`src/rtl/roak_pkg.sv`:
```
package roak_pkg;
    // =====================================================================
    // timing, in nanoseconds as given and in 50 MHz clock cycles
    localparam int CLK_PERIOD_NS     = 20;
    localparam int AS_SETTLE_NS      = 25;
    localparam int AS_VECTOR_NS      = 50;
    localparam int ACK_SETUP_NS      = 25;
    localparam int IACKOUT_RELEASE_NS = 30;
    // least times round up to whole cycles
    localparam int CYC_SETTLE  = (AS_SETTLE_NS + CLK_PERIOD_NS - 1) / CLK_PERIOD_NS;
    localparam int CYC_VECTOR  = (AS_VECTOR_NS + CLK_PERIOD_NS - 1) / CLK_PERIOD_NS;
    localparam int CYC_ACK_REQ = (ACK_SETUP_NS + CLK_PERIOD_NS - 1) / CLK_PERIOD_NS;
    // decision waits a second settle time after capture and never less than 50 ns
    localparam int CYC_DECIDE  = (CYC_VECTOR > 2 * CYC_SETTLE) ? CYC_VECTOR : 2 * CYC_SETTLE;

    // =====================================================================
    // reset values and field layout
    localparam logic       IACKOUT_RST = 1'b1;
    localparam logic       OE_OFF      = 1'b1;
    localparam logic [7:0] DATA_RST    = 8'h00;
    localparam logic [6:0] IRQ_OE_RST  = 7'h7F;
    localparam int         LEVEL_W     = 3;

    typedef logic [LEVEL_W-1:0] level_t;

    // acknowledge cycle sequencer
    typedef enum logic [2:0] {
        ST_IDLE   = 3'b000,
        ST_SETTLE = 3'b001,
        ST_DECIDE = 3'b010,
        ST_PASS   = 3'b011,
        ST_VECTOR = 3'b100,
        ST_HOLD   = 3'b101
    } cycle_state_t;
endpackage

```
`src/rtl/port_link_if.sv`:
```
`timescale 1ns/1ps
// signals between the acknowledge sequencer and one port's interrupter
interface port_link_if;
    import roak_pkg::*;
    level_t level;      // acknowledged level from A03..A01
    logic   iack_cycle; // cycle is an interrupt acknowledge
    logic   capture;    // settle-delayed strobe, one cycle
    logic   answer_ok;  // all shared conditions to put out the vector
    logic   end_cycle;  // handler has released DS0*
    logic   as_idle;    // address strobe released
    logic   blocked;    // higher-ranked port answers this cycle
    logic   match_q;
    logic   vec_en;
    logic   pending;

    modport core (output level, iack_cycle, capture, answer_ok, end_cycle, as_idle, blocked,
                  input match_q, vec_en, pending);
    modport port (input level, iack_cycle, capture, answer_ok, end_cycle, as_idle, blocked,
                  output match_q, vec_en, pending);
endinterface

```
`src/rtl/port_interrupter.sv`:
```
`timescale 1ns/1ps
module port_interrupter (
    input  wire logic              clock,
    input  wire logic              rst_n,
    input  wire logic              int_req,
    input  wire roak_pkg::level_t  prio,
    port_link_if.port              link
);
    import roak_pkg::*;

    logic served_reg;
    logic match_reg;
    logic vec_en_reg;
    logic cmp_eq;

    // =====================================================================
    // request bookkeeping
    // served stays set while the chip keeps its line up, so one event
    // raises exactly one request; status read drops the line and rearms
    assign link.pending = int_req && !served_reg;
    assign cmp_eq       = (link.level == prio) && link.iack_cycle && link.pending;

    always_ff @(posedge clock or negedge rst_n) begin
        if (!rst_n) begin
            served_reg <= 1'b0;
        end else if (vec_en_reg && link.end_cycle) begin
            served_reg <= 1'b1;
        end else if (!int_req) begin
            served_reg <= 1'b0;
        end
    end

    // comparison captured on the settle-delayed strobe
    always_ff @(posedge clock or negedge rst_n) begin
        if (!rst_n) begin
            match_reg <= 1'b0;
        end else if (link.as_idle) begin
            match_reg <= 1'b0;
        end else if (link.capture) begin
            match_reg <= cmp_eq;
        end
    end

    // vector enable latched once, held until DS0* rises
    always_ff @(posedge clock or negedge rst_n) begin
        if (!rst_n) begin
            vec_en_reg <= 1'b0;
        end else if (vec_en_reg) begin
            vec_en_reg <= !link.end_cycle;
        end else begin
            vec_en_reg <= match_reg && !link.blocked && link.answer_ok;
        end
    end

    assign link.match_q = match_reg;
    assign link.vec_en  = vec_en_reg;
endmodule

```
`src/rtl/vme_roak_interrupter.sv`:
```
`timescale 1ns/1ps
// Function
// a raised controller interrupt pulls the port's IRQ line low at once; here it is pulled on the third clock edge after that, 40 to 60 ns.
// in acknowledge cycles each port compares A03..A01 with its priority.
// one interrupter per port; on equal priority port A answers first.
// the comparison is captured on the strobe delayed 25 ns.
// a further 25 ns passes before passing on or answering.
// a matching port latches vector enable after IACKIN, DS0, 50 ns, DTACK free.
// vector enable drives the switch-set status/ID byte onto the data lines.
// vector enable requests DTACK through a 25 ns delayed acknowledge request.
// vector enable holds until DS0* rises; its fall releases the IRQ line.
// controller interrupt stays up until the handler reads its status register.
// DTACK releases only with driver off, interrupter ack idle, DS1* high.
// with no matching port, IACKOUT* goes low after IACKIN and delayed strobe.
// IACKOUT* releases within 30 ns after the address strobe rises; here it releases on the third clock edge after that, 40 to 60 ns.
// reading an event status register clears it whole.
// DTACK asserts on either acknowledge, releases when both idle and strobes high.
// system reset initialises the interrupter and timing logic.
// each strobe delay is a whole number of clocks, never shorter.
// a port answers with its vector only while its own request is pending.
module vme_roak_interrupter #(
    parameter int AS_CNT_W = 3
) (
    input  wire logic             clock,
    input  wire logic             rst_n,
    input  wire logic             as_n,
    input  wire logic             ds0_n,
    input  wire logic             ds1_n,
    input  wire logic             iack_n,
    input  wire logic             iackin_n,
    input  wire logic             dtack_n,
    input  wire roak_pkg::level_t addr,
    input  wire logic             int_a,
    input  wire logic             int_b,
    input  wire roak_pkg::level_t prio_a,
    input  wire roak_pkg::level_t prio_b,
    input  wire logic [7:0]       status_id_a,
    input  wire logic [7:0]       status_id_b,
    input  wire logic             rw_ack_n,
    input  wire logic             rw_den_n,
    output logic                  iackout_n,
    output logic [7:1]            irq_o,
    output logic [7:1]            irq_oe_n,
    output logic                  dtack_o,
    output logic                  dtack_oe_n,
    output logic [7:0]            data_o,
    output logic                  data_oe_n,
    output logic                  data_driver_enable_n
);
    import roak_pkg::*;

    localparam int SYNC_W = 6 + 2 * LEVEL_W + LEVEL_W + 2 + 16;
    localparam int ACK_D  = CYC_ACK_REQ;
    localparam int CAP_D  = CYC_SETTLE - 1;

    if (CYC_DECIDE >= (1 << AS_CNT_W)) begin : g_check
        $error("strobe delay counter too narrow");
    end

    // =====================================================================
    // pin synchronisers: every bus and switch input passes two flops
    logic [SYNC_W-1:0] sync1_reg;
    logic [SYNC_W-1:0] sync2_reg;
    logic              as_s, ds0_s, ds1_s, iack_s, iackin_s, dtack_s;
    level_t            addr_s, prio_a_s, prio_b_s;
    logic              int_a_n_s, int_b_n_s;
    logic [7:0]        status_a_s, status_b_s;

    always_ff @(posedge clock or negedge rst_n) begin
        if (!rst_n) begin
            sync1_reg <= '1;
            sync2_reg <= '1;
        end else begin
            sync1_reg <= {as_n, ds0_n, ds1_n, iack_n, iackin_n, dtack_n, addr, prio_a, prio_b,
                          !int_a, !int_b, status_id_a, status_id_b};
            sync2_reg <= sync1_reg;
        end
    end

    // interrupt pins are carried inverted so reset reads as "no request"
    assign {as_s, ds0_s, ds1_s, iack_s, iackin_s, dtack_s, addr_s, prio_a_s, prio_b_s,
            int_a_n_s, int_b_n_s, status_a_s, status_b_s} = sync2_reg;

    // =====================================================================
    // address strobe delay line as a saturating cycle count
    logic [AS_CNT_W-1:0] as_cnt_reg;
    cycle_state_t        state_reg;
    cycle_state_t        state_next;

    always_ff @(posedge clock or negedge rst_n) begin
        if (!rst_n) begin
            as_cnt_reg <= '0;
        end else if (as_s) begin
            as_cnt_reg <= '0;
        end else if (as_cnt_reg < AS_CNT_W'(CYC_DECIDE)) begin
            as_cnt_reg <= as_cnt_reg + 1'b1;
        end
    end

    // =====================================================================
    // ports: one interrupter each, port A ranks above port B
    port_link_if pa ();
    port_link_if pb ();
    logic any_match;
    logic answer_ok;
    logic vec_any;

    assign any_match = pa.match_q || pb.match_q;
    assign vec_any   = pa.vec_en || pb.vec_en;
    assign answer_ok = (state_reg == ST_DECIDE) && !iackin_s && !ds0_s && dtack_s;

    assign pa.level      = addr_s;
    assign pa.iack_cycle = !iack_s;
    assign pa.capture    = (state_reg == ST_SETTLE) && (as_cnt_reg == AS_CNT_W'(CYC_SETTLE));
    assign pa.answer_ok  = answer_ok;
    assign pa.end_cycle  = ds0_s;
    assign pa.as_idle    = as_s;
    assign pa.blocked    = 1'b0;
    assign pb.level      = addr_s;
    assign pb.iack_cycle = !iack_s;
    assign pb.capture    = pa.capture;
    assign pb.answer_ok  = answer_ok;
    assign pb.end_cycle  = ds0_s;
    assign pb.as_idle    = as_s;
    assign pb.blocked    = pa.match_q;

    port_interrupter u_port_a (
        .clock   (clock),
        .rst_n   (rst_n),
        .int_req (!int_a_n_s),
        .prio    (prio_a_s),
        .link    (pa.port)
    );
    port_interrupter u_port_b (
        .clock   (clock),
        .rst_n   (rst_n),
        .int_req (!int_b_n_s),
        .prio    (prio_b_s),
        .link    (pb.port)
    );

    // =====================================================================
    // acknowledge cycle sequencer; AS* release ends every cycle
    always_comb begin
        state_next = state_reg;
        case (state_reg)
            ST_IDLE:   if (!as_s) state_next = ST_SETTLE;
            ST_SETTLE: if (as_cnt_reg >= AS_CNT_W'(CYC_DECIDE)) state_next = ST_DECIDE;
            ST_DECIDE: begin
                if (any_match && answer_ok) begin
                    state_next = ST_VECTOR;
                end else if (!any_match && !iackin_s && !iack_s) begin
                    state_next = ST_PASS;
                end
            end
            ST_PASS:   state_next = ST_PASS;
            ST_VECTOR: if (ds0_s) state_next = ST_HOLD;
            ST_HOLD:   state_next = ST_HOLD;
            default:   state_next = ST_IDLE;
        endcase
        if (as_s) begin
            state_next = ST_IDLE;
        end
    end

    always_ff @(posedge clock or negedge rst_n) begin
        if (!rst_n) begin
            state_reg <= ST_IDLE;
        end else begin
            state_reg <= state_next;
        end
    end

    // daisy chain pass-on, dropped as soon as AS* is seen high
    always_ff @(posedge clock or negedge rst_n) begin
        if (!rst_n) begin
            iackout_n <= IACKOUT_RST;
        end else begin
            iackout_n <= !(state_next == ST_PASS);
        end
    end

    // =====================================================================
    // IRQ lines: each port pulls the line its priority names
    // the line stays pulled through the vector; served, set as vector
    // enable falls, is what lets it go (release on acknowledge)
    logic req_a, req_b;
    assign req_a = pa.pending;
    assign req_b = pb.pending;

    always_ff @(posedge clock or negedge rst_n) begin
        if (!rst_n) begin
            irq_oe_n <= IRQ_OE_RST;
            irq_o    <= '0;
        end else begin
            for (int i = 1; i <= 7; i++) begin
                irq_oe_n[i] <= !((req_a && prio_a_s == LEVEL_W'(i)) ||
                                 (req_b && prio_b_s == LEVEL_W'(i)));
            end
            irq_o <= '0;
        end
    end

    // =====================================================================
    // status/ID drive and delayed acknowledge request
    logic [AS_CNT_W-1:0] ack_cnt_reg;
    logic                vector_ack_request_n;
    logic                interrupter_ack_n;

    always_ff @(posedge clock or negedge rst_n) begin
        if (!rst_n) begin
            data_oe_n <= OE_OFF;
            data_o    <= DATA_RST;
        end else begin
            data_oe_n <= !vec_any;
            data_o    <= pa.vec_en ? status_a_s : (pb.vec_en ? status_b_s : DATA_RST);
        end
    end

    // gives the byte at least 25 ns of setup before DTACK* falls
    always_ff @(posedge clock or negedge rst_n) begin
        if (!rst_n) begin
            ack_cnt_reg <= '0;
        end else if (!vec_any) begin
            ack_cnt_reg <= '0;
        end else if (ack_cnt_reg < AS_CNT_W'(CYC_ACK_REQ)) begin
            ack_cnt_reg <= ack_cnt_reg + 1'b1;
        end
    end

    assign vector_ack_request_n = !(vec_any && ack_cnt_reg >= AS_CNT_W'(CYC_ACK_REQ));

    always_ff @(posedge clock or negedge rst_n) begin
        if (!rst_n) begin
            interrupter_ack_n <= 1'b1;
        end else begin
            interrupter_ack_n <= vector_ack_request_n;
        end
    end

    // =====================================================================
    // DTACK* assert and release, shared with the read/write machine
    logic den_n;
    assign den_n = data_oe_n && rw_den_n;

    always_ff @(posedge clock or negedge rst_n) begin
        if (!rst_n) begin
            dtack_oe_n           <= OE_OFF;
            dtack_o              <= 1'b0;
            data_driver_enable_n <= OE_OFF;
        end else begin
            data_driver_enable_n <= den_n;
            dtack_o              <= 1'b0;
            if (!rw_ack_n || !interrupter_ack_n) begin
                dtack_oe_n <= 1'b0;
            end else if (den_n && ds0_s && ds1_s) begin
                dtack_oe_n <= OE_OFF;
            end
        end
    end
endmodule

```
`config.mk`:
```
export PLATFORM = sky130hd
export DESIGN_NAME = vme_roak_interrupter
export DESIGN_NICKNAME = d
export VERILOG_FILES = /design/src/rtl/roak_pkg.sv /design/src/rtl/port_link_if.sv /design/src/rtl/port_interrupter.sv /design/src/rtl/vme_roak_interrupter.sv
export SDC_FILE = /design/constraint.sdc
export NUM_CORES = 1
export LEC_CHECK = 0
export BUFFER_PORTS_ARGS = -buffer_cell sky130_fd_sc_hd__buf_4
export CORE_MARGIN = 3
export CORE_UTILIZATION = 35
export CTS_CLUSTER_SIZE = 25
export DETAILED_ROUTE_END_ITERATION = 7
export HOLD_SLACK_MARGIN = 0.03
export SYNTH_ARGS = -nofsm -noshare
export SYNTH_HDL_FRONTEND = slang
export SYNTH_SLANG_ARGS = --single-unit
```
`constraint.sdc`:
```
create_clock -name clock -period 1.45 [get_ports clock]
set_input_delay 0.145 -clock clock [delete_from_list [all_inputs] [get_ports clock]]
set_output_delay 0.145 -clock clock [all_outputs]
set_load 0.02 [all_outputs]
```
* Word-level counts from Yosys, hierarchy flattened *
Cells that the tools add are included.
Widths: inputs -> output; s select.

word-level totals
  memory bits (writable) = 0
  register bits after elaboration = 101
  ROM bits = 0
  bits of input ports = 37
  bits in latches = 0
  output and inout bits = 27
  memories = 0

cells by class
  reductions and logical operators = 75
  bitwise logic cells = 0
  shift-type cells = 0
  divide/modulo/power cells = 0
  equal/unequal tests = 24
  magnitude comparators = 4
  $add $sub $neg = 2
  multipliers = 0
  muxes and demuxes = 24

operators by type and width
  operator             number
  $logic_and 1x1->1    36
  $eq 3x3->1 const B   10
  $mux 3               9
  $eq 3x2->1 const B   8
  $logic_not 1->1      23
  $pmux 3 s6           1
  $mux 8               2
  $mux 1               12
  $logic_or 1x1->1     10
  $reduce_bool 2->1    5
  $eq 3x1->1 const B   3
  $add 3x1->3 const B  2
  $eq 3x3->1           2
  $ge 3x2->1 const B   1
  $ge 3x3->1 const B   1
  $logic_not 3->1      1
  $lt 3x2->1 const B   1
  $lt 3x3->1 const B   1
  $ne 2x1->1 const B   1

* Logic depth before layout (Yosys ltp) *
Gate-level depths: netlist (run 1).

  depth in word-level cells = 10
  depth in mapped cells = 5
  depth with buffers taken out = 5

* Cells and area by module *
A second synthesis (run 1) with hierarchy kept.

second synthesis, totals
  cell total of the unflattened synthesis = 217
  area, all modules = 3,380.7 µm²

by module, submodules not included
  module                cells an instance  times used  area each (µm²)
  vme_roak_interrupter  185                1           3,050.4
  port_interrupter      16                 2           165.2

* Least setup slack after synthesis (run 1) *
Ideal clock, no wire load.

  path kind = register to register
  start = register state_reg[2]
  end = register iackout_n
  required time = 1.367 ns
  library setup time = 0.083 ns
  clock period less this slack = 1.373 ns
  arrival time = 1.289 ns
  path slack = 0.077 ns
  buffers on the path = 0
  cell stages (with the launch flop) = 4
  cells stage by stage = dfrtp_1 or3b_1 a31o_1 a221o_1

on the way
  word-level cells in the longest chain between the ends = 10
  elaborated cells between the ends (all ways) = 18

ends and longest elaborated chain
  item                             line                                                      RTL
  from (decl)                      vme_roak_interrupter.sv:87                                cycle_state_t state_reg;
  from (signal assigned)           vme_roak_interrupter.sv:170                               state_reg <= state_next;
  $eq 3x2->1                       vme_roak_interrupter.sv:110, vme_roak_interrupter.sv:146
  $logic_and 1x1->1 (3 in series)  vme_roak_interrupter.sv:110                               assign answer_ok = (state_reg == ST_DECIDE) && !iackin_s && !ds0_s && dtack_s;
  $logic_and 1x1->1                vme_roak_interrupter.sv:150                               if (any_match && answer_ok) begin
  $mux 3                           vme_roak_interrupter.sv:150
  $pmux 3 s6 (*)                   vme_roak_interrupter.sv:146                               case (state_reg)
  $mux 3 (*)                       vme_roak_interrupter.sv:161                               if (as_s) begin
  $eq 3x2->1 (*)                   vme_roak_interrupter.sv:179                               iackout_n <= !(state_next == ST_PASS);
  $logic_not 1->1 (*)              vme_roak_interrupter.sv:179
  to (signal assigned)             vme_roak_interrupter.sv:179
  to (decl)                        vme_roak_interrupter.sv:41                                output logic iackout_n,

Mark *: on every way between the ends. The rest lies on a longest branch, timed or not.
A chain may end at the register's enable or synchronous reset.

* Final worst setup path (run 1) *
  start = register state_reg[0]
  end = register iackout_n

Same word-level chain as after synthesis.

==> results by stage, run 1 <==
Status:
- The flow ran to the end, and the final reports show no timing, DRC or antenna violations.

Die:
- The initial core utilization is 36.3%.
- The area of the placeable core is 9280 um2.
- Measured along the y axis, the die boundary spans 104 um.
- The number of ports placed on the die boundary is 64.
- The area enclosed by the die boundary is 10900 um2.
- The x dimension of the die is 104 um.
- The number of placement rows is 35.

Routing:
- After detailed routing, the number of vias per cell comes to 4.23.
- For this block, the routed nets add up to 5720 um of wire.
- The DRC marker count from the first detailed-route iteration is 58.
- The total number of vias is 1937.
- The first detailed-routing pass took 4 iterations.
- The remaining routing DRC violations is 0.
- The detail-routed net length per standard cell is 12.5 um.
- The remaining antenna violation count is 0.

Hold path:
- The path class of the tightest hold or removal check is input port to asynchronous set/reset pin.

Finish:
- Relative to the synthesized area, the layout overhead comes to 36.3%.
- For this run, the share of the core covered by cells in the final layout is 49.5%.
- The post-route netlist has 52.9% of its cells at a drive strength greater than 1.
- The number of nets at the end of the flow is 365.
- Once layout is complete, the cells apart from fillers number 458.
- Summing all non-filler instances in the final layout gives an area of 4600 um2.
- 0 antenna diodes ended up in the layout.

Setup path:
- Traced cell by cell, the critical path runs through or3b_1 > a31o_1 > a221o_1.
- The combined buffer and inverter count along the critical path is 0.
- Broken down by cell family, the worst path's largest delay share belongs to compound AO/OA/AOI/OAI gates.
- The worst setup path is captured at a flop.
- The worst-case reg-to-reg path depth is 3.
- STA classifies the critical path startpoint as a flop.
- The startpoint identified for the worst register-to-register timing path is state_reg[0].
- The worst setup path is of the flop to flop kind.
- The data required time at the worst endpoint is 1.74 ns.
- The destination of the worst register-to-register timing path is iackout_n.
- The highest cell delay on the worst timing path is 0.45 ns.
- The critical path data arrival time is 1.70 ns.
- On the critical path, the stage with the largest delay is an instance of sky130_fd_sc_hd__dfrtp_2.
- Setup slack on the worst reg-to-reg path comes out at 0.04 ns.
- In this run the worst path has a maximum fanout of 5.

Yosys:
- Of all flip-flops after synthesis, the portion carrying an async set or reset was 100%.
- In the post-synthesis netlist, the biggest area contributors are sky130_fd_sc_hd__dfstp_2 (61%), sky130_fd_sc_hd__dfrtp_1 (17%), sky130_fd_sc_hd__a22o_1 (2.1%), sky130_fd_sc_hd__nor2_1 (1.9%), sky130_fd_sc_hd__buf_4 (1.8%).
- Summed over all instances, the cell type with the most area after synthesis is sky130_fd_sc_hd__dfstp_2.
- The Yosys warning count is 0.
- Summing every instance area after synthesis gives 3370 um2.
- After synthesis, the most frequently instantiated cells are sky130_fd_sc_hd__dfstp_2 (78), sky130_fd_sc_hd__dfrtp_1 (23), sky130_fd_sc_hd__nor2_1 (17).
- The synthesized design contains 0 enable-type register cells.
- The synthesized area divided by synthesized cell count is 15.8 um2.
- The top flip-flop cell by instance count after synthesis is sky130_fd_sc_hd__dfstp_2.
- Synthesis inferred 101 register bits.
- After synthesis, flip-flops and latches occupy 77.8% of the total area.
- The area share of the leading cell type in the synthesized netlist is 60.7%.
- The most frequently used cell type in the post-synthesis netlist is sky130_fd_sc_hd__dfstp_2.
- Counting distinct cell types in the post-synthesis netlist gives 39.
- The cell count after synthesis came out at 213.

Global routing:
- After global routing the overflow that remains totals 0.
- The global router's overall resource usage is 11.6%.
- The initial antenna violation count came to 0.
- The number of global-route vias before repair was 2089.
- The wire length of the first global-routing pass is 10000 um.
- The maximum number of pins on one net before global-route repair is 45.

Clock network:
- The tree is rooted in a sky130_fd_sc_hd__clkbuf_8.
- The number of buffers on the longest clock path is 2.
- TritonCTS built the clock tree.
- CTS saw 101 sinks.
- The clock network latency to the later pin of the worst-skew pair is 0.36 ns.
- The CTS clock-pin slew for the worst setup and hold paths is 0.09 ns.
- The maximum level of the CTS H-tree is 3.
- TritonCTS created 9 clock buffers.

STA:
- The clock arrives with 0.0150 ns of skew.
- The number of endpoints with negative hold slack in the final report is 0.
- The worst slew slack as a fraction of its limit is 53.6%.
- The time the final worst path needs with I/O delays and setup is 1.41 ns.
- The maximum frequency from static timing analysis is 707 MHz.
- The number of pins with negative max-slew slack in the final report is 0.
- At the pin with the least slew margin, the transition time is 0.694 ns.
- The minimum setup slack in the final design is 0.0354 ns.
- Setup repair after global routing left no endpoint under its margin.
- The number of setup violations in the final report is 0.
- The final clock period utilization by the worst path is 97.6%.

Placement:
- Routability-driven placement finished with a final weighted congestion of 0.815.
- The number of placed instances, taps included is 402.
- Detailed placement ended at an HPWL of 3740 um.
- In this run the cell area measured after placement is 3990 um2.
- The post-placement worst setup slack is -0.0176 ns.
- The number of port buffers is 55.

Pwr:
- VDD sags by at most 0.664 mV.
- The power density normalized to cell area is 1130 nW/um2.
- Overall power consumption after layout is estimated at 0.00520 W.
- Summed over all cells, the static leakage comes to 1.98 nW.

Flow run:
- The max-cap violation count is 0.
## cell families (layout without fill, tap and decap cells)
| logic type | after synthesis | count (layout) | share of synthesized area, % |
|---|---|---|---|
| multiplexers | 2 | 2 | 0.630 |
| other | 1 | 8 | 0.111 |
| XOR/XNOR | 7 | 7 | 1.82 |
| adder cells (fa/ha/maj) | 4 | 4 | 1.48 |
| AO/OA/AOI/OAI | 35 | 35 | 7.86 |
| flip-flops | 101 | 101 | 77.8 |
| buffers and inverters | 20 | 129 | 3.34 |
| AND/OR/NAND/NOR | 43 | 43 | 6.97 |
## layout by cell type (no fill, tap or decap), types with 2 or more instances in the layout
cell / count
sky130_fd_sc_hd__inv_8: 2
sky130_fd_sc_hd__buf_4: 66
sky130_fd_sc_hd__a31oi_1: 2
sky130_fd_sc_hd__a22o_1: 8
sky130_fd_sc_hd__nor2_1: 17
sky130_fd_sc_hd__clkbuf_8: 9
sky130_fd_sc_hd__dfstp_2: 78
sky130_fd_sc_hd__a221o_1: 2
sky130_fd_sc_hd__inv_6: 2
sky130_fd_sc_hd__xnor2_1: 3
sky130_fd_sc_hd__nor2b_1: 5
sky130_fd_sc_hd__o21ai_0: 4
sky130_fd_sc_hd__nand2_1: 4
sky130_fd_sc_hd__dfrtp_2: 3
sky130_fd_sc_hd__ha_1: 4
sky130_fd_sc_hd__clkinv_4: 2
sky130_fd_sc_hd__xor2_1: 4
sky130_fd_sc_hd__nor3b_1: 2
sky130_fd_sc_hd__a22oi_1: 5
sky130_fd_sc_hd__and2_1: 2
sky130_fd_sc_hd__dlygate4sd3_1: 36
sky130_fd_sc_hd__buf_12: 2
sky130_fd_sc_hd__inv_1: 9
sky130_fd_sc_hd__a21oi_1: 4
sky130_fd_sc_hd__nor3_1: 3
sky130_fd_sc_hd__dfrtp_1: 20
sky130_fd_sc_hd__a32oi_1: 3
sky130_fd_sc_hd__and2b_2: 3
sky130_fd_sc_hd__conb_1: 8
## power by group
| group | internal [W] | leakage [nW] | switching [W] |
|---|---|---|---|
| combinational | 0.000233 | 0.758 | 0.000193 |
| sequential | 0.00303 | 1.13 | 0.0000734 |
| clock | 0.000666 | 0.0943 | 0.00100 |
## what timing repair did
item	in CTS	in global routing
hold endpoints to repair	78	0
buffers inserted	1	3
endpoints found under the setup margin	2	3
gates resized for setup	2	5
pin swaps	0	2
hold buffers	36	0
## layout make-up
type	instances	area, um2
Clock buffer	9	124
Clock inverter	7	65.1
Fill cell	826	4680
Inverter	9	33.8
Multi-Input combinational cell	99	691
Sequential cell	101	2630
Tap cell	129	161
Timing Repair Buffer	104	896
## worst max-delay path by stage
stage / startpoint / endpoint / slack (ns) / cells after the start
3_5_place_dp: state_reg[2] / state_reg[0] / -0.02 / 3
6_report: state_reg[0] / iackout_n / 0.04 / 3
2_1_floorplan: state_reg[2] / iackout_n / 0.08 / 3
4_1_cts: state_reg[2] / iackout_n / 0.02 / 3
3_3_place_gp: state_reg[2] / iackout_n / 0.04 / 3
5_1_grt: state_reg[2] / state_reg[0] / 0.001 / 3
## metal layers
metal	share of wire (%)	track usage, %	vias up
li1	-	-	931
met1	45	14.9	944
met2	48	18.1	55
met3	4.7	3.79	7
met4	1.8	5.13	0
met5	0	0	-
## through the flow
stage	hold slack, ns	TNS (ns)
global placement	0.0822	0
detailed placement	0.0872	-0.0176
floorplan	-0.151	0
global route	0.281	0
CTS	0.235	0
finish	0.254	0
No activity file was read; power rests on OpenSTA's default activity.
==> run 2, diff against run 1 <==
- BUFFER_PORTS_ARGS: -buffer_cell sky130_fd_sc_hd__buf_4 -> not set
- DONT_BUFFER_PORTS: not set -> 1
==> run 2 against run 1 <==
Effect of this change: the run now ends with negative hold slack left; die area did not move; total power fell by 5.0%; routed wire length fell by 5.7%; flip-flop and latch count did not move; clock-buffer cell count rose by 1; final cell count fell by 13%; non-clock buffer count fell by 60; utilization fell by 5.4 points; largest cell class unchanged; critical path depth did not move; first-iteration DRC count rose by 28%; hold slack got worse by 0.78 ns.
==> results by stage, run 2 (synthesis results as in run 1) <==
Status:
- The flow ran to the end, but the final reports show violations.
- The final reports fail on negative hold slack.

STA:
- The time the final worst path needs with I/O delays and setup is 1.41 ns (-0.00820 ns).
- The number of endpoints with negative hold slack in the final report was 101 (+101).
- The maximum frequency from static timing analysis is 711 MHz (+0.58%).
- The minimum setup slack in the final design came to 0.0436 ns (+0.00820 ns).
- The number of pins with negative max-slew slack in the final report is 0 (unchanged).
- Setup repair after global routing left no endpoint under its margin.
- The worst slew slack as a fraction of its limit is 56.3% (+2.7 points).
- The final clock period utilization by the worst path is 97.0% (-0.57 points).
- The post-route clock skew is 0.00767 ns (-0.00735 ns).
- The worst hold-check slack is -0.522 ns (-0.776 ns).
- The number of setup violations in the final report is 0 (unchanged).
- The pin slew with the least headroom to its limit is 0.654 ns (-0.0406 ns).

Die:
- The area of the placeable core came to 9280 um2 (unchanged).
- The x dimension of the die is 104 um (unchanged).
- The area enclosed by the die boundary was 10900 um2 (unchanged).
- The number of placement rows is 35 (unchanged).
- The initial core utilization was 36.3% (unchanged).
- The die boundary height is 104 um (unchanged).
- The number of ports placed on the die boundary was 64 (unchanged).

Setup path:
- The data required time at the worst endpoint is 1.74 ns (about the same).
- The critical path data arrival time came to 1.70 ns (about the same).
- The maximum net fanout on the critical path is 9 (+4).
- The type of element capturing the critical path is a flop.
- The critical path is of the flop to flop type.
- The category of the worst setup path launch point is a flop.

Pwr:
- The total power is 0.00494 W (-5.0%).
- The power density normalized to cell area is 1210 nW/um2 (+6.7%).
- The static leakage is 1.69 nW (-15%).
- The worst voltage drop across the vdd grid is 0.830 mV (+25%).

Global routing:
- The wire length of the first global-routing pass came to 9040 um (-9.8%).
- The maximum number of pins on one net before global-route repair came to 102 (+130%).
- The number of global-route vias before repair came to 1839 (-12%).
- The aggregate global routing overflow is 0 (unchanged).
- The global router's overall resource usage is 10.8% (-0.83 points).
- The initial antenna violation count is 0 (unchanged).

Clock network:
- The maximum level of the CTS H-tree is 3 (unchanged).
- The number of buffers on the longest clock path is 2 (unchanged).
- The CTS clock-pin slew for the worst setup and hold paths is 0.09 ns (about the same).
- The clock buffer count from CTS was 9 (unchanged).
- The buffer type at the clock tree root is sky130_fd_sc_hd__clkbuf_8.
- The hold buffer count at cts is 35 (-2.8%).
- The total clock sinks is 101 (unchanged).
- The TritonCTS clock tree is done.
- The clock network latency to the later pin of the worst-skew pair was 0.35 ns (about the same).

Placement:
- The post-placement worst setup slack is -0.00252 ns (+0.0151 ns).
- The number of port buffers is 0 (-100%).
- The final RePlAce weighted congestion was 0.761 (-6.7%).
- The placed wire-length estimate came to 3430 um (-8.3%).

Routing:
- The detail-routed net length per standard cell is 13.5 um (+8.5%).
- The remaining routing DRC violations is 0 (unchanged).
- The DRC marker count from the first detailed-route iteration is 74 (+28%).
- The ratio of routed vias to standard cells was 4.40 (+4.1%).
- The detailed-routing iteration count for the pre-antenna-repair pass is 4 (unchanged).
- The total number of vias came to 1753 (-9.5%).
- The remaining antenna violation count came to 0 (unchanged).
- The post-detailed-routing wire length is 5390 um (-5.7%).

Finish:
- The most frequent standard cell in the layout excluding fill and tap cells is sky130_fd_sc_hd__dfstp_2.
- The library cells used most frequently in the layout, excluding fill and tap cells, are sky130_fd_sc_hd__dfstp_2 (78), sky130_fd_sc_hd__dlygate4sd3_1 (35), sky130_fd_sc_hd__dfrtp_1 (20), sky130_fd_sc_hd__nor2_1 (17).
- The relative area change from synthesis to final layout is 21.4%.
- The fraction of final layout cells sized beyond drive strength 1 came to 42.4% (-11 points).
- The number of inserted diodes is 0 (unchanged).
- The number of nets at the end of the flow is 305 (-16%).

Flow run:
- The max-cap violation count came to 0 (unchanged).

Hold path:
- The min-delay analysis places its worst path in the category input port to asynchronous set/reset pin.
-- run 2: changes by cell type in the layout (fill, tap and decap cells not counted), sizes merged --
cell	change
buf	-59
clkbuf	+1
clkinvlp	-1
dlygate4sd3	-1
-- run 2: per-stage QoR --
step	hold slack (ns)	setup TNS [ns]	instance area (um2)	cells	utilization (%)
global route	-0.568	0	4100	398	44.1
detailed placement	-0.147	-0.00252	3540	346	38.2
CTS	-0.551	0	4080	398	43.9
global placement	-0.146	0	3540	346	38.2
floorplan	-0.151	0	3400	220	-
finish	-0.522	0	4100	398	44.1
-- run 2: what timing repair did --
item / CTS / global route
gates cloned: 0 / 0
setup buffers: 1 / 0
resized for setup: 1 / 5
endpoints found under the setup margin: 2 / 3
pin swaps: 0 / 3
endpoints found under the hold margin: 136 / 101
-- run 2: path summary, 6_finish.rpt --
kind	cells after the start	slack, ns	end	start
max	3	0.04	iackout_n	state_reg[1]
min	0	-0.52	u_port_a.link.match_q	rst_n
max reg2reg	3	0.04	iackout_n	state_reg[1]
min reg2reg	0	0.35	sync2_reg[25]	sync1_reg[25]
max in group asynchronous	0	1.72	interrupter_ack_n	rst_n
min in group clock	1	0.32	sync1_reg[0]	status_id_b[0]
-- run 2: cell type report --
class                           count  area, um2
Clock buffer                       10        128
Clock inverter                      6       45.0
Fill cell                         832       5190
Inverter                            9       33.8
Multi-Input combinational cell     99        682
Sequential cell                   101       2630
Tap cell                          129        161
Timing Repair Buffer               44        418
-- run 2: per-layer routing --
metal  track usage, %  vias to the layer above  part of all wire (%)
li1                 -                      809                     -
met1             13.4                      874                    43
met2             16.4                       61                    48
met3             4.78                        9                   6.5
met4             4.56                        0                   2.0
met5                0                        -                     0
-- run 2: worst max-delay path, cell delays in order, from the launching register on --
cell and delay, ns:
sky130_fd_sc_hd__dfrtp_2 0.44, sky130_fd_sc_hd__and2b_2 0.24, sky130_fd_sc_hd__a221o_1 0.36, sky130_fd_sc_hd__a221o_1 0.30
-- run 2: where the power goes --
| group | leakage [nW] | internal, W | total (W) | switching (W) |
|---|---|---|---|---|
| clock | 0.0947 | 0.000645 | 0.00157 | 0.000930 |
| sequential | 1.13 | 0.00303 | 0.00312 | 0.0000925 |
| combinational | 0.460 | 0.000137 | 0.000239 | 0.000103 |
| total | 1.69 | 0.00381 | 0.00494 | 0.00113 |
